==> config.mk <==
export PLATFORM = sky130hd
export DESIGN_NAME = port_a_pin_control
export DESIGN_NICKNAME = d
export VERILOG_FILES = /design/src/rtl/port_a_pkg.sv /design/src/rtl/reg_bus_if.sv /design/src/rtl/port_a_pin_control.sv /design/src/rtl/axil_reg_slave.sv /design/src/rtl/pin_mux.sv
export SDC_FILE = /design/constraint.sdc
export NUM_CORES = 1
export LEC_CHECK = 0
export BUFFER_PORTS_ARGS = -buffer_cell sky130_fd_sc_hd__buf_4
export CORE_ASPECT_RATIO = 0.8
export CORE_MARGIN = 10
export CORE_UTILIZATION = 50
export CTS_CLUSTER_DIAMETER = 120
export DETAILED_ROUTE_END_ITERATION = 7
export PLACE_DENSITY = 0.82
export SYNTH_ARGS = -nofsm -noshare
export SYNTH_HDL_FRONTEND = slang
export SYNTH_SLANG_ARGS = --single-unit
==> constraint.sdc <==
create_clock -name sys_clk -period 4.9 [get_ports sys_clk]
set_input_delay 0.98 -clock sys_clk [delete_from_list [all_inputs] [get_ports sys_clk]]
set_output_delay 0.98 -clock sys_clk [all_outputs]
set_load 0.05 [all_outputs]
==> src/rtl/port_a_pkg.sv <==
// Operation
// reference output disables pin two digital path
// pin two input off while analog used
// pins three, five input off when analog
// pin three output follows latch, not analog
// pin five output follows latch always
// pin five powers up as analog channel
// cycle clock modes drive quarter-rate clock on six
// owned pins ignore their direction bit
// bit four reads zero in all registers; analog select stores and returns its bit four, for pin five
// direction one floats pin, zero drives latch
// port reads pins, port write sets latch
// analog pins power up reading zero
// latch read returns stored latch value
package port_a_pkg;

    // ----------------------------------------------------------------
    // register map
    // ----------------------------------------------------------------
    localparam int unsigned ADDR_W           = 8;      // decoded address bits
    localparam logic [7:0]  OFS_PIN_STATE    = 8'h00;  // port_pin_state
    localparam logic [7:0]  OFS_OUTPUT_LATCH = 8'h04;  // port_output_latch
    localparam logic [7:0]  OFS_DIRECTION    = 8'h08;  // port_direction
    localparam logic [7:0]  OFS_ANALOG_SEL   = 8'h0C;  // analog_pin_select_0
    localparam logic [7:0]  OFS_CONTROL      = 8'h10;  // pin function control

    // ----------------------------------------------------------------
    // field layouts and reset values
    // ----------------------------------------------------------------
    localparam logic [7:0]  IMPL_MASK        = 8'hEF;  // bit 4 not built
    localparam logic [7:0]  ANALOG_PINS      = 8'h2F;  // pins with an analog input
    localparam logic [7:0]  RST_LATCH        = 8'h00;  // latch after reset
    localparam logic [7:0]  RST_DIRECTION    = 8'hEF;  // all pins inputs
    localparam logic [7:0]  RST_ANALOG_SEL   = 8'h00;  // zero bit = analog pin
    localparam logic [2:0]  RST_CONTROL      = 3'h0;   // no function owns a pin
    localparam int unsigned CTL_CYCLE_CLOCK_OUT_BIT     = 2;      // cycle_clock_out enable
    localparam int unsigned CTL_CMP2_BIT     = 1;      // comparator inputs on pin two
    localparam int unsigned CTL_COMPARATOR_REF_OUT_BIT    = 0;      // comparator_ref_out enable
    localparam int unsigned PIN_COMPARATOR_REF_OUT        = 2;      // pin_two
    localparam int unsigned PIN_UNBUILT      = 4;      // missing bit
    localparam int unsigned PIN_CYCLE_CLOCK_OUT         = 6;      // pin_six

    // ----------------------------------------------------------------
    // timing
    // ----------------------------------------------------------------
    localparam int unsigned CYCLE_CLOCK_OUT_DIV         = 4;      // sys clocks per cycle clock
    localparam int unsigned CYCLE_CLOCK_OUT_DIV_W       = $clog2(CYCLE_CLOCK_OUT_DIV);

    // ----------------------------------------------------------------
    // bus answers
    // ----------------------------------------------------------------
    localparam logic [1:0]  RESP_OKAY        = 2'h0;   // access done
    localparam logic [1:0]  RESP_SLVERR      = 2'h2;   // unmapped address

    // pin function control fields
    typedef struct packed {
        logic cycle_clock_out_en;   // cycle clock on pin six
        logic cmp2_en;   // comparator inputs on pin two
        logic comparator_ref_out_en;  // reference output on pin two
    } ctrl_t;

endpackage

==> src/rtl/reg_bus_if.sv <==
`timescale 1ns/1ps
// ----------------------------------------------------------------
// register strobes between bus slave and port core
// ----------------------------------------------------------------
interface reg_bus_if;
    import port_a_pkg::*;
    logic              wr_en;    // one-cycle write strobe
    logic [ADDR_W-1:0] wr_addr;  // write address
    logic [7:0]        wr_data;  // write data, low byte
    logic              wr_err;   // write address unmapped
    logic [ADDR_W-1:0] rd_addr;  // read address
    logic [7:0]        rd_data;  // read data
    logic              rd_err;   // read address unmapped

    modport slave (output wr_en, wr_addr, wr_data, rd_addr,
                   input  wr_err, rd_data, rd_err);
    modport core  (input  wr_en, wr_addr, wr_data, rd_addr,
                   output wr_err, rd_data, rd_err);
endinterface

==> src/rtl/port_a_pin_control.sv <==
`timescale 1ns/1ps
// ----------------------------------------------------------------
// port a pin control: registers, pad drive, pin sampling
// ----------------------------------------------------------------
module port_a_pin_control
    import port_a_pkg::*;
(
    input  wire logic        sys_clk,        // 40 MHz system clock
    input  wire logic        srst,           // sync reset, high
    input  wire logic        ce,             // clock enable
    input  wire logic [31:0] s_axi_awaddr,   // write address
    input  wire logic        s_axi_awvalid,  // write address valid
    output logic             s_axi_awready,  // write address ready
    input  wire logic [31:0] s_axi_wdata,    // write data
    input  wire logic [3:0]  s_axi_wstrb,    // byte strobes
    input  wire logic        s_axi_wvalid,   // write data valid
    output logic             s_axi_wready,   // write data ready
    output logic [1:0]       s_axi_bresp,    // write response
    output logic             s_axi_bvalid,   // write response valid
    input  wire logic        s_axi_bready,   // write response ready
    input  wire logic [31:0] s_axi_araddr,   // read address
    input  wire logic        s_axi_arvalid,  // read address valid
    output logic             s_axi_arready,  // read address ready
    output logic [31:0]      s_axi_rdata,    // read data
    output logic [1:0]       s_axi_rresp,    // read response
    output logic             s_axi_rvalid,   // read data valid
    input  wire logic        s_axi_rready,   // read data ready
    input  wire logic [7:0]  pad_in,         // pin levels
    output logic      [7:0]  pad_out,        // pin drive levels
    output logic      [7:0]  pad_oe          // pin drive enables
);
    // ----------------------------------------------------------------
    // types
    // ----------------------------------------------------------------
    typedef enum {
        SEL_PIN,    // port_pin_state
        SEL_LATCH,  // port_output_latch
        SEL_DIR,    // port_direction
        SEL_ANA,    // analog_pin_select_0
        SEL_CTL,    // function control
        SEL_NONE    // unmapped
    } reg_sel_t;

    typedef struct packed {
        logic [7:0]            latch;    // output latch
        logic [7:0]            dir;      // direction, one = input
        logic [7:0]            ansel;    // analog select, zero = analog
        ctrl_t                 ctrl;     // function control
        logic [7:0]            pins;     // sampled pad levels
        logic [7:0]            pad_out;  // registered pad levels
        logic [7:0]            pad_oe;   // registered pad enables
        logic [CYCLE_CLOCK_OUT_DIV_W-1:0] div;      // cycle clock divider
    } core_state_t;

    core_state_t st_q;    // registered state
    core_state_t st_d;    // next state
    logic [7:0]  out_d;   // mux pad level
    logic [7:0]  oe_d;    // mux pad enable
    logic [7:0]  in_en;   // digital inputs open
    reg_bus_if   bus ();  // slave to core strobes

    // address to register decode, shared by read and write
    function automatic reg_sel_t decode(input logic [ADDR_W-1:0] a);
        if (a == OFS_PIN_STATE) begin
            return SEL_PIN;
        end else if (a == OFS_OUTPUT_LATCH) begin
            return SEL_LATCH;
        end else if (a == OFS_DIRECTION) begin
            return SEL_DIR;
        end else if (a == OFS_ANALOG_SEL) begin
            return SEL_ANA;
        end else if (a == OFS_CONTROL) begin
            return SEL_CTL;
        end else begin
            return SEL_NONE;
        end
    endfunction

    // ----------------------------------------------------------------
    // bus slave
    // ----------------------------------------------------------------
    axil_reg_slave u_slave (
        .sys_clk       (sys_clk),
        .srst          (srst),
        .ce            (ce),
        .s_axi_awaddr  (s_axi_awaddr),
        .s_axi_awvalid (s_axi_awvalid),
        .s_axi_awready (s_axi_awready),
        .s_axi_wdata   (s_axi_wdata),
        .s_axi_wstrb   (s_axi_wstrb),
        .s_axi_wvalid  (s_axi_wvalid),
        .s_axi_wready  (s_axi_wready),
        .s_axi_bresp   (s_axi_bresp),
        .s_axi_bvalid  (s_axi_bvalid),
        .s_axi_bready  (s_axi_bready),
        .s_axi_araddr  (s_axi_araddr),
        .s_axi_arvalid (s_axi_arvalid),
        .s_axi_arready (s_axi_arready),
        .s_axi_rdata   (s_axi_rdata),
        .s_axi_rresp   (s_axi_rresp),
        .s_axi_rvalid  (s_axi_rvalid),
        .s_axi_rready  (s_axi_rready),
        .bus           (bus)
    );

    // ----------------------------------------------------------------
    // pin function selection
    // ----------------------------------------------------------------
    pin_mux u_mux (
        .latch   (st_q.latch),
        .dir     (st_q.dir),
        .ansel   (st_q.ansel),
        .ctrl    (st_q.ctrl),
        .cyc_clk (st_q.div[CYCLE_CLOCK_OUT_DIV_W-1]),
        .out_d   (out_d),
        .oe_d    (oe_d),
        .in_en   (in_en)
    );

    // ----------------------------------------------------------------
    // register read
    // ----------------------------------------------------------------
    always_comb begin
        bus.rd_err = 1'b0;
        case (decode(bus.rd_addr))
            SEL_PIN: begin
                // sampled pins, closed inputs read zero
                bus.rd_data = st_q.pins & in_en;  // see R11 see R12
            end
            SEL_LATCH: begin
                bus.rd_data = st_q.latch;
            end
            SEL_DIR: begin
                bus.rd_data = st_q.dir;
            end
            SEL_ANA: begin
                bus.rd_data = st_q.ansel;
            end
            SEL_CTL: begin
                bus.rd_data = {5'h00, st_q.ctrl};
            end
            default: begin
                bus.rd_data = 8'h00;
                bus.rd_err  = 1'b1;
            end
        endcase
    end

    assign bus.wr_err = (decode(bus.wr_addr) == SEL_NONE);

    // ----------------------------------------------------------------
    // next state: writes, pin sampling, pad drive, divider
    // ----------------------------------------------------------------
    always_comb begin
        st_d         = st_q;
        st_d.pins    = pad_in;
        st_d.pad_out = out_d;
        st_d.pad_oe  = oe_d;
        st_d.div     = st_q.div + CYCLE_CLOCK_OUT_DIV_W'(1);
        if (bus.wr_en) begin
            case (decode(bus.wr_addr))
                SEL_PIN, SEL_LATCH: begin
                    // port write lands in the latch
                    st_d.latch = bus.wr_data & IMPL_MASK;  // see R11
                end
                SEL_DIR: begin
                    st_d.dir = bus.wr_data & IMPL_MASK;
                end
                SEL_ANA: begin
                    st_d.ansel = bus.wr_data;
                end
                SEL_CTL: begin
                    st_d.ctrl = bus.wr_data[2:0];
                end
                default: begin
                    st_d.latch = st_q.latch;  // unmapped: no effect
                end
            endcase
        end
    end

    // state register; reset wins over ce
    always_ff @(posedge sys_clk) begin
        if (srst) begin
            st_q       <= '0;
            st_q.latch <= RST_LATCH;
            st_q.dir   <= RST_DIRECTION;
            st_q.ansel <= RST_ANALOG_SEL;  // see R06
            st_q.ctrl  <= RST_CONTROL;
        end else if (ce) begin
            st_q <= st_d;
        end
    end

    assign pad_out = st_q.pad_out;
    assign pad_oe  = st_q.pad_oe;
endmodule

==> src/rtl/axil_reg_slave.sv <==
`timescale 1ns/1ps
// ----------------------------------------------------------------
// axi4-lite slave, one write and one read in flight
// ----------------------------------------------------------------
module axil_reg_slave
    import port_a_pkg::*;
(
    input  wire logic        sys_clk,        // system clock
    input  wire logic        srst,           // sync reset
    input  wire logic        ce,             // clock enable
    input  wire logic [31:0] s_axi_awaddr,   // write address
    input  wire logic        s_axi_awvalid,  // write address valid
    output logic             s_axi_awready,  // write address ready
    input  wire logic [31:0] s_axi_wdata,    // write data
    input  wire logic [3:0]  s_axi_wstrb,    // byte strobes
    input  wire logic        s_axi_wvalid,   // write data valid
    output logic             s_axi_wready,   // write data ready
    output logic [1:0]       s_axi_bresp,    // write response
    output logic             s_axi_bvalid,   // write response valid
    input  wire logic        s_axi_bready,   // write response ready
    input  wire logic [31:0] s_axi_araddr,   // read address
    input  wire logic        s_axi_arvalid,  // read address valid
    output logic             s_axi_arready,  // read address ready
    output logic [31:0]      s_axi_rdata,    // read data
    output logic [1:0]       s_axi_rresp,    // read response
    output logic             s_axi_rvalid,   // read data valid
    input  wire logic        s_axi_rready,   // read data ready
    reg_bus_if.slave         bus             // register strobes
);
    typedef struct packed {
        logic              aw_free;  // address slot empty
        logic [ADDR_W-1:0] aw_addr;  // held write address
        logic              w_free;   // data slot empty
        logic [7:0]        w_data;   // held write byte
        logic              w_be0;    // low lane enabled
        logic              bvalid;   // response pending
        logic [1:0]        bresp;    // response code
        logic              ar_free;  // read slot empty
        logic              rvalid;   // read data pending
        logic [7:0]        rdata;    // read byte
        logic [1:0]        rresp;    // read code
    } slv_state_t;

    slv_state_t st_q;  // registered state
    slv_state_t st_d;  // next state

    // handshakes, write strobe and read capture
    always_comb begin
        st_d        = st_q;
        bus.wr_en   = 1'b0;
        bus.wr_addr = st_q.aw_addr;
        bus.wr_data = st_q.w_data;
        bus.rd_addr = s_axi_araddr[ADDR_W-1:0];
        if (st_q.bvalid && s_axi_bready) begin
            st_d.bvalid = 1'b0;
        end
        if (s_axi_awvalid && st_q.aw_free) begin
            st_d.aw_free = 1'b0;
            st_d.aw_addr = s_axi_awaddr[ADDR_W-1:0];
        end
        if (s_axi_wvalid && st_q.w_free) begin
            st_d.w_free = 1'b0;
            st_d.w_data = s_axi_wdata[7:0];
            st_d.w_be0  = s_axi_wstrb[0];
        end
        // both halves held: commit and answer next edge
        if (!st_q.aw_free && !st_q.w_free && !st_q.bvalid) begin
            bus.wr_en    = st_q.w_be0;
            st_d.aw_free = 1'b1;
            st_d.w_free  = 1'b1;
            st_d.bvalid  = 1'b1;
            st_d.bresp   = bus.wr_err ? RESP_SLVERR : RESP_OKAY;
        end
        if (st_q.rvalid && s_axi_rready) begin
            st_d.rvalid  = 1'b0;
            st_d.ar_free = 1'b1;
        end
        if (s_axi_arvalid && st_q.ar_free) begin
            st_d.ar_free = 1'b0;
            st_d.rvalid  = 1'b1;
            st_d.rdata   = bus.rd_err ? 8'h00 : bus.rd_data;
            st_d.rresp   = bus.rd_err ? RESP_SLVERR : RESP_OKAY;
        end
    end

    // state register, frozen while ce is low
    always_ff @(posedge sys_clk) begin
        if (srst) begin
            st_q         <= '0;
            st_q.aw_free <= 1'b1;
            st_q.w_free  <= 1'b1;
            st_q.ar_free <= 1'b1;
        end else if (ce) begin
            st_q <= st_d;
        end
    end

    assign s_axi_awready = st_q.aw_free;
    assign s_axi_wready  = st_q.w_free;
    assign s_axi_bvalid  = st_q.bvalid;
    assign s_axi_bresp   = st_q.bresp;
    assign s_axi_arready = st_q.ar_free;
    assign s_axi_rvalid  = st_q.rvalid;
    assign s_axi_rresp   = st_q.rresp;
    assign s_axi_rdata   = {{24{1'b0}}, st_q.rdata};
endmodule

==> src/rtl/pin_mux.sv <==
`timescale 1ns/1ps
// ----------------------------------------------------------------
// per-pin output, enable and input-gate selection
// ----------------------------------------------------------------
module pin_mux
    import port_a_pkg::*;
(
    input  wire logic [7:0] latch,    // port_output_latch
    input  wire logic [7:0] dir,      // port_direction
    input  wire logic [7:0] ansel,    // analog_pin_select_0
    input  wire ctrl_t      ctrl,     // function control
    input  wire logic       cyc_clk,  // quarter-rate clock
    output logic      [7:0] out_d,    // next pad level
    output logic      [7:0] oe_d,     // next pad enable
    output logic      [7:0] in_en     // digital input open
);
    // analog select bit that serves a pin: pin five uses bit four
    function automatic int unsigned pin_analog_cfg_of(input int unsigned pin);
        return (pin > 4) ? pin - 1 : pin;
    endfunction

    // ----------------------------------------------------------------
    // one selector per pin
    // ----------------------------------------------------------------
    for (genvar i = 0; i < 8; i++) begin : g_pin
        logic an_on;  // pin taken as analog input
        always_comb begin
            an_on    = ANALOG_PINS[i] && !ansel[pin_analog_cfg_of(i)];
            // input gate: analog and pin-two functions close it
            in_en[i] = IMPL_MASK[i] && !an_on;  // see R02 see R03
            if (i == PIN_COMPARATOR_REF_OUT && (ctrl.comparator_ref_out_en || ctrl.cmp2_en)) begin
                in_en[i] = 1'b0;  // see R01
            end
            // output: analog select never touches the digital driver
            out_d[i] = latch[i];  // see R04
            oe_d[i]  = !dir[i];
            if (!IMPL_MASK[i]) begin
                out_d[i] = 1'b0;
                oe_d[i]  = 1'b0;
            end else if (i == PIN_CYCLE_CLOCK_OUT && ctrl.cycle_clock_out_en) begin
                out_d[i] = cyc_clk;
                oe_d[i]  = 1'b1;
            end else if (i == PIN_COMPARATOR_REF_OUT && ctrl.comparator_ref_out_en) begin
                out_d[i] = 1'b0;
                oe_d[i]  = 1'b0;     // see R01
            end
        end
    end
endmodule

==> results of run 1 <==
==> power by group through the flow <==
stage	Combinational (mW)	Clock [mW]	Sequential [mW]
2_1_floorplan	0.133	0	0.699
3_3_place_gp	0.161	0	0.693
3_5_place_dp	0.163	0	0.695
4_1_cts	0.163	0.538	0.680
5_1_grt	0.177	0.571	0.682
6_report	0.164	0.531	0.680
==> Yosys cell counts, drive strengths merged (2+ instances only) <==
library cell and number:
dfxtp 80, nor2 64, buf 61, mux2i 45, nand2 30, a21oi 13
clkbuf 10, o21ai 10, a211o 9, inv 8, a22oi 6, nor2b 6
nand3 4, a21o 3, a311oi 3, and3 3, nor4 3, or4 3
a211oi 2, a2bb2oi 2, mux4 2, nand2b 2, o211ai 2, or4bb 2
==> worst max-delay path, stage by stage <==
cell	delay (ps)
buf_4	390
or4b_4	590
nor4_4	720
nor2b_1	140
a211o_1	290
==> through the flow <==
step / hold slack [ps] / instance area (µm²)
3_3_place_gp: 450 / 3850
4_1_cts: 474 / 4070
2_1_floorplan: 426 / 3700
5_1_grt: 515 / 4070
3_5_place_dp: 463 / 3850
6_report: 475 / 4070
==> worst max-delay path by stage <==
stage               start  endpoint  cells past startpoint
floorplan              ce  st_q[51]                      6
global placement       ce  st_q[45]                      5
detailed placement     ce  st_q[43]                      5
CTS                    ce  st_q[39]                      5
global route           ce  st_q[33]                      5
finish                 ce  st_q[39]                      5
==> area by class of cell <==
cell class | count | area, µm²
flip-flops and latches | 80 | 1600
fillers | 622 | 2850
repair buffers | 68 | 510
well taps | 87 | 109
clock inverters | 5 | 80.1
inverters | 8 | 30.0
multi-input cells | 256 | 1600
clock buffers | 11 | 141
==> logic make-up (layout without fill, tap and decap cells) <==
kind of cell | count (synthesis) | count (layout)
flops | 80 | 80
simple gates | 125 | 125
xor+xnor | 2 | 2
buf+inv | 79 | 92
compound gates | 54 | 54
mux | 47 | 47
other cells | 1 | 28
==> metal layers <==
layer,GRT usage,routed length [µm],vias to the layer above
met5,0,0,-
met1,0.178,3430,1252
li1,-,-,1322
met2,0.245,3950,90
met3,0.0684,761,6
met4,0.0463,78,0
==> state kept, by name (all words and copies together), names as in the netlist, 7 cells and up <==
register / flops
pad_out: 7
u_slave.bus.wr_data: 8
u_slave.bus.wr_addr: 8
st_q: 34
pad_oe: 7
u_slave.s_axi_rdata: 8
==> run_results.csv, run 1 <==
group,metric,value,unit
synth,syn_area,0.00359,mm²
power_and_ir_drop,clkPwrFrac,0.386,
timing,rsz0062_at_grt,"no",
synth,synth_compound_area_frac,0.102,
clocking,post-cts-setup-buffers,0,
run_status,run_status,"complete, no violations",
synth,synth_top_family_by_area,"simple AND/OR/NAND/NOR gates",
worst_setup_path,crit_type,"input port to flip-flop",
timing,fin_crit_sh,0.588,
synth,netlist.area_leader.share,0.446,
clocking,cts_tree,"done",
clocking,cts.repair.resized,0,
min_path,hp-class,"flip-flop to flip-flop",
grt,grt_pass1_vias,2644,
routing,drc,0,
clocking,clkSlewWorstSetupHoldPaths,80,ps
worst_setup_path,cp.arrival,3120,ps
floorplan,die_area,0.0110,mm²
synth,synthTopCellsByArea,"dfxtp_1 (45%), mux2i_1 (13%), buf_4 (11%)",
routing,antenna_left,0,
finish,layout_common_cells,"dfxtp_1 (80), buf_4 (68), nor2_1 (64)",
finish,drive_above_1_share,0.215,
place,dp_cells,499,
clocking,cts_max_path_buffers,2,
synth,postSynthAreaPerCell,9.26,µm²
timing,period_needed,2880,ps
finish,final_common_cell,"dfxtp_1",
power_and_ir_drop,power.internal,1.02,mW
synth,synthCells,388,
power_and_ir_drop,powerDensity,338,mW/mm²
synth,yosys.cell_types.count,42,
timing,hold_viol_final,0,
synth,synthSimpleGateAreaFrac,0.171,
grt,grt_use_total,0.151,
synth,ys.flop_type,"dfxtp_1",
synth,synthArstFlopShare,0,
worst_setup_path,r2r_start,"u_slave.bus.wr_addr[0]",
synth,synth_top_area_cell,"dfxtp_1",
worst_setup_path,r2r_setup_slack,2640,ps
grt,antenna_found_initial,0,
worst_setup_path,critPathLaunchType,"input port",
floorplan,design.portCount,173,
timing,worst_pin_slew,777,ps
routing,first_iter_violations,130,
finish,area_delta_synth_final,13.3,%
power_and_ir_drop,p_seq_frac,0.495,
synth,ys_ff_latch,80,
synth,synth-adder-area-share,0,
timing,setup_viol,0,
synth,synth.yosys.seq_area_share,0.446,
routing,vias,2670,
timing,final_max_slew_viol_count,0,
timing,setup_ws,2020,ps
run,maxCapViolations,0,
power_and_ir_drop,switchingPower,0.358,mW
finish,instances_no_fill,515,
floorplan,initial_core_util,0.519,
grt,grt_pass1_wl,13.2,mm
synth,synth_edf_count,0,
grt,grt_overflow_total,0,
timing,fin_tns_setup,0,ps
power_and_ir_drop,power,1.37,mW
clocking,clock-root-buffer,"clkbuf_8",
worst_setup_path,cp.required,5140,ps
timing,max_freq,347,MHz
synth,synth_xor_area_frac,0.00487,
finish,antennaDiodeCount,0,
worst_setup_path,regToRegEndpoint,"st_q[39]",
min_path,hold_end,"u_slave.bus.wr_data[4]",
timing,finalClockSkew,5.30,ps
place,place_worst_setup_slack,1680,ps
place,io_buffers,68,
power_and_ir_drop,switching_share,0.261,
finish,final_core_util,0.588,
place,globalplace.congestion,0.815,
routing,firstDrtPassIters,5,
clocking,cts.sinks,80,
clocking,htreeDepth,3,
grt,grt_max_degree,77,
clocking,clock_latency,350,ps
power_and_ir_drop,p_leak,1.81,nW
power_and_ir_drop,p_comb_frac,0.119,
floorplan,rows,27,
routing,viasPerCell,5.18,
synth,synthMuxAreaShare,0.138,
min_path,hold_depth,2,
worst_setup_path,r2r_cells,4,
min_path,worstHoldStart,"u_slave.bus.wr_data[4]",
routing,routed_wl,8.22,mm
place,hpwl,6.02,mm
worst_setup_path,cp_max_fo,36,
floorplan,die_w,115,µm
floorplan,die-height,95.8,µm
clocking,cts_buffers,9,
routing,wl_per_cell,16.0,µm
clocking,hold_buffers,0,
timing,slew_headroom,0.475,
worst_setup_path,crit_path_end_kind,"flip-flop",
synth,ys_warn_count,0,
floorplan,core_area,0.00693,mm²
power_and_ir_drop,ir_drop,0.169,mV
finish,fin_nets,539,
(Power assumes the default switching activity.)
==> inputs of run 2 (changes only) <==
--- a/config.mk
+++ b/config.mk
@@ -8,10 +8,10 @@
 export BUFFER_PORTS_ARGS = -buffer_cell sky130_fd_sc_hd__buf_4
 export CORE_ASPECT_RATIO = 0.8
 export CORE_MARGIN = 10
-export CORE_UTILIZATION = 50
+export CORE_UTILIZATION = 46
 export CTS_CLUSTER_DIAMETER = 120
 export DETAILED_ROUTE_END_ITERATION = 7
-export PLACE_DENSITY = 0.82
+export PLACE_DENSITY = 0.76
 export SYNTH_ARGS = -nofsm -noshare
 export SYNTH_HDL_FRONTEND = slang
 export SYNTH_SLANG_ARGS = --single-unit
==> constraint.sdc (replaced) <==
create_clock -name sys_clk -period 2.7 [get_ports sys_clk]
set_input_delay 0.54 -clock sys_clk [delete_from_list [all_inputs] [get_ports sys_clk]]
set_output_delay 0.54 -clock sys_clk [all_outputs]
set_load 0.05 [all_outputs]
==> run_results.csv, run 2 (synthesis results as in run 1) <==
group,metric,value,unit
run_status,run_status,"complete, no violations",
floorplan,core_area,0.00750,mm²
timing,max_freq,445,MHz
timing,final_max_slew_viol_count,0,
grt,grt_pass1_vias,2580,
clocking,hold_buffers,0,
routing,antenna_left,0,
power_and_ir_drop,ir_drop,0.498,mV
worst_setup_path,crit_path_end_kind,"flip-flop",
clocking,cts_buffers,9,
finish,drive_above_1_share,0.226,
power_and_ir_drop,powerDensity,604,mW/mm²
routing,viasPerCell,4.98,
timing,setup_viol,0,
clocking,clkSlewWorstSetupHoldPaths,80,ps
timing,hold_viol_final,0,
floorplan,rows,28,
clocking,cts_max_path_buffers,2,
grt,antenna_found_initial,0,
worst_setup_path,r2r_setup_slack,450,ps
worst_setup_path,cp_max_fo,7,
timing,fin_hold_ws,414,ps
timing,setup_ws,455,ps
run,maxCapViolations,0,
min_path,hp-class,"input port to flip-flop",
worst_setup_path,regToRegEndpoint,"st_q[45]",
grt,grt_max_degree,77,
routing,wl_per_cell,15.4,µm
place,place_worst_setup_slack,314,ps
worst_setup_path,critPathLaunchType,"flip-flop",
finish,antennaDiodeCount,0,
place,hpwl,5.96,mm
routing,vias,2680,
finish,top_register,"st_q",
grt,grt_overflow_total,0,
finish,final_common_cell,"dfxtp_1",
clocking,cts_tree,"done",
clocking,clock_latency,350,ps
power_and_ir_drop,power,2.50,mW
clocking,post-cts-setup-buffers,0,
timing,worst_pin_slew,756,ps
timing,rsz0062_at_grt,"no",
worst_setup_path,cp.required,2910,ps
worst_setup_path,cp.arrival,2450,ps
place,globalplace.congestion,0.809,
routing,drc,0,
worst_setup_path,r2r_start,"u_slave.bus.wr_addr[0]",
finish,layout_common_cells,"dfxtp_1 (80), buf_4 (73), nor2_1 (64)",
timing,fin_tns_setup,0,ps
floorplan,die_w,119,µm
grt,grt_pass1_wl,13.1,mm
routing,first_iter_violations,222,
timing,fin_crit_sh,0.832,
power_and_ir_drop,p_leak,1.84,nW
worst_setup_path,crit_type,"flip-flop to flip-flop",
clocking,htreeDepth,3,
finish,area_delta_synth_final,14.9,%
worst_setup_path,crit_path_end,"st_q[45]",
routing,firstDrtPassIters,4,
clocking,cts.repair.resized,0,
grt,grt_use_total,0.136,
floorplan,design.portCount,173,
timing,slew_headroom,0.496,
place,io_buffers,68,
timing,period_needed,2250,ps
timing,finalClockSkew,9.18,ps
floorplan,die-height,99.1,µm
finish,fin_nets,544,
routing,routed_wl,8.31,mm
worst_setup_path,startpoint,"u_slave.bus.wr_addr[0]",
clocking,clock-root-buffer,"clkbuf_8",
clocking,cts.sinks,80,
worst_setup_path,r2r_cells,4,
place,dp_cells,522,
floorplan,die_area,0.0118,mm²
finish,instances_no_fill,538,
finish,largest_reg_flops,34,
floorplan,initial_core_util,0.479,
[run 2: final cells by class]
type                       count  area [µm²]
multi-input combinational    256        1600
timing repair buffer          73         548
inverter                       8        30.0
clock inverter                 6        82.6
tap                          105         131
clock buffer                  10         138
sequential                    80        1600
fill                         703        3370
[run 2: power breakdown]
group	switching, mW	total [mW]	internal (mW)
Clock	0.421	0.962	0.541
Combinational	0.207	0.301	0.0947
Sequential	0.0256	1.23	1.21
Total	0.653	2.50	1.84
[run 2: critical path, cell delays in order (launching register included)]
cell     delay (ps)
dfxtp_1         320
or4_1           690
or4_1           780
mux2i_1         240
nor2_1           60
[run 2: worst min path at each step]
stage,from,to,slack (ps),cells after the start
after floorplan,u_slave.s_axi_rdata[3],u_slave.s_axi_rdata[3],430,2
after global placement,u_slave.s_axi_rdata[7],u_slave.s_axi_rdata[7],440,2
after detailed placement,u_slave.s_axi_rdata[5],u_slave.s_axi_rdata[5],460,2
after CTS,s_axi_awaddr[2],u_slave.bus.wr_addr[2],410,3
after global routing,s_axi_awaddr[1],u_slave.bus.wr_addr[1],410,3
final,s_axi_awaddr[7],u_slave.bus.wr_addr[7],410,3
[run 2: layer usage]
| metal | track usage | part of all wire |
|---|---|---|
| met1 | 0.171 | 0.47 |
| met3 | 0.0445 | 0.069 |
| met5 | 0 | 0 |
| met2 | 0.212 | 0.45 |
| met4 | 0.0534 | 0.015 |
[run 2: per-stage QoR]
step,cell area (µm²),util
after global routing,4130,0.551
after detailed placement,3910,0.522
after global placement,3910,0.522
after CTS,4130,0.551
after floorplan,3700,-
final,4130,0.551
==> inputs of run 3 (changes only) <==
==> constraint.sdc (replaced) <==
create_clock -name sys_clk -period 2.19 [get_ports sys_clk]
set_input_delay 0.438 -clock sys_clk [delete_from_list [all_inputs] [get_ports sys_clk]]
set_output_delay 0.438 -clock sys_clk [all_outputs]
set_load 0.05 [all_outputs]
==> run_results.csv, run 3 (synthesis results as in run 1) <==
group,metric,value,unit
run_status,run_status,"complete, no violations",
place,hpwl,6.14,mm
routing,viasPerCell,4.93,
clocking,cts.sinks,80,
timing,fin_crit_sh,0.923,
timing,max_freq,495,MHz
finish,final_area,0.00418,mm²
power_and_ir_drop,ir_drop,0.494,mV
power_and_ir_drop,powerDensity,714,mW/mm²
finish,final_core_util,0.557,
finish,fin_nets,553,
worst_setup_path,r2r_start,"u_slave.s_axi_wready",
worst_setup_path,crit_path_end_kind,"flip-flop",
power_and_ir_drop,p_leak,1.86,nW
routing,wl_per_cell,15.4,µm
finish,top_register,"st_q",
grt,grt_pass1_wl,13.7,mm
timing,slew_headroom,0.626,
floorplan,initial_core_util,0.479,
routing,routed_wl,8.42,mm
floorplan,die_area,0.0118,mm²
power_and_ir_drop,switchingPower,0.807,mW
routing,firstDrtPassIters,4,
finish,area_delta_synth_final,16.2,%
timing,final_max_slew_viol_count,0,
place,globalplace.congestion,0.851,
run,maxCapViolations,0,
worst_setup_path,cp.arrival,2260,ps
worst_setup_path,r2r_setup_slack,170,ps
routing,first_iter_violations,152,
min_path,hp-class,"input port to flip-flop",
worst_setup_path,cp_max_fo,8,
grt,grt_pass1_vias,2659,
worst_setup_path,crit_path_end,"st_q[43]",
place,dp_cells,531,
grt,grt_max_degree,48,
power_and_ir_drop,clkPwrFrac,0.362,
finish,drive_above_1_share,0.238,
worst_setup_path,crit_type,"flip-flop to flip-flop",
floorplan,rows,28,
place,place_worst_setup_slack,98.8,ps
clocking,cts_tree,"done",
worst_setup_path,cp.required,2430,ps
routing,drc,0,
timing,hold_viol_final,0,
clocking,cts.repair.resized,0,
clocking,clock_latency,350,ps
clocking,htreeDepth,3,
finish,instances_no_fill,547,
floorplan,core_area,0.00750,mm²
place,io_buffers,68,
clocking,post-cts-setup-buffers,0,
floorplan,die_w,119,µm
clocking,clkSlewWorstSetupHoldPaths,80,ps
worst_setup_path,startpoint,"u_slave.s_axi_wready",
worst_setup_path,regToRegEndpoint,"st_q[43]",
power_and_ir_drop,power,2.98,mW
clocking,clock-root-buffer,"clkbuf_8",
min_path,worstHoldStart,"s_axi_awaddr[3]",
clocking,cts_max_path_buffers,2,
timing,fin_tns_setup,0,ps
timing,setup_ws,169,ps
timing,rsz0062_at_grt,"no",
clocking,hold_buffers,0,
worst_setup_path,critPathLaunchType,"flip-flop",
clocking,cts_buffers,9,
power_and_ir_drop,power.internal,2.17,mW
finish,layout_common_cells,"buf_4 (82), dfxtp_1 (80), nor2_1 (64)",
grt,grt_use_total,0.140,
finish,largest_reg_flops,34,
floorplan,die-height,99.1,µm
timing,setup_viol,0,
worst_setup_path,r2r_cells,6,
timing,finalClockSkew,6.99,ps
power_and_ir_drop,p_comb_frac,0.128,
routing,vias,2694,
timing,worst_pin_slew,561,ps
floorplan,design.portCount,173,
finish,fillers,698,
power_and_ir_drop,switching_share,0.271,
finish,final_common_cell,"buf_4",
timing,fin_hold_ws,323,ps
timing,period_needed,2020,ps
routing,antenna_left,0,
power_and_ir_drop,p_seq_frac,0.510,
grt,antenna_found_initial,0,
grt,grt_overflow_total,0,
finish,antennaDiodeCount,0,
place,placed_area,0.00398,mm²
[run 3: cell count changes in the layout (fill, tap and decap cells not counted), sizes merged]
cell | before | now
clkbuf | 10 | 12
clkinv | 3 | 1
bufinv | 2 | 1
buf | 73 | 82
clkinvlp | 1 | 2
[run 3: area by class of cell]
cell class / instances / area (µm²) / share of cell area
multi-input combinational: 256 / 1600 / 0.383
tap: 105 / 131 / 0.0315
timing repair buffer: 82 / 616 / 0.147
inverter: 8 / 30.0 / 0.00719
clock inverter: 4 / 53.8 / 0.0129
sequential: 80 / 1600 / 0.383
clock buffer: 12 / 145 / 0.0348
[run 3: critical path, cell delays in order, from the launching register on]
cell	delay (ps)
dfxtp_1	360
or4b_4	570
buf_4	180
nor4_4	280
buf_4	210
nor2b_1	60
a211o_1	260
[run 3: power groups by stage]
stage	Combinational, mW	Clock (mW)	Sequential [mW]
3_3_place_gp	0.373	0	1.55
2_1_floorplan	0.297	0	1.56
6_report	0.382	1.08	1.52
4_1_cts	0.381	1.10	1.52
3_5_place_dp	0.379	0	1.55
5_1_grt	0.409	1.16	1.53
[run 3: routing by layer]
metal,vias to the layer above,part of all wire,GRT usage
met3,11,0.059,0.0490
met5,-,0,0
li1,1338,-,-
met1,1260,0.47,0.176
met2,85,0.46,0.224
met4,0,0.012,0.0375
[run 3: worst min path at each step]
stage,endpoint,depth (start not counted),slack (ps)
finish,u_slave.bus.wr_addr[3],3,320
global route,u_slave.bus.wr_addr[5],3,320
CTS,u_slave.bus.wr_addr[0],3,310
detailed placement,u_slave.s_axi_rdata[5],2,450
global placement,u_slave.s_axi_rdata[5],2,440
floorplan,u_slave.s_axi_rdata[3],2,430
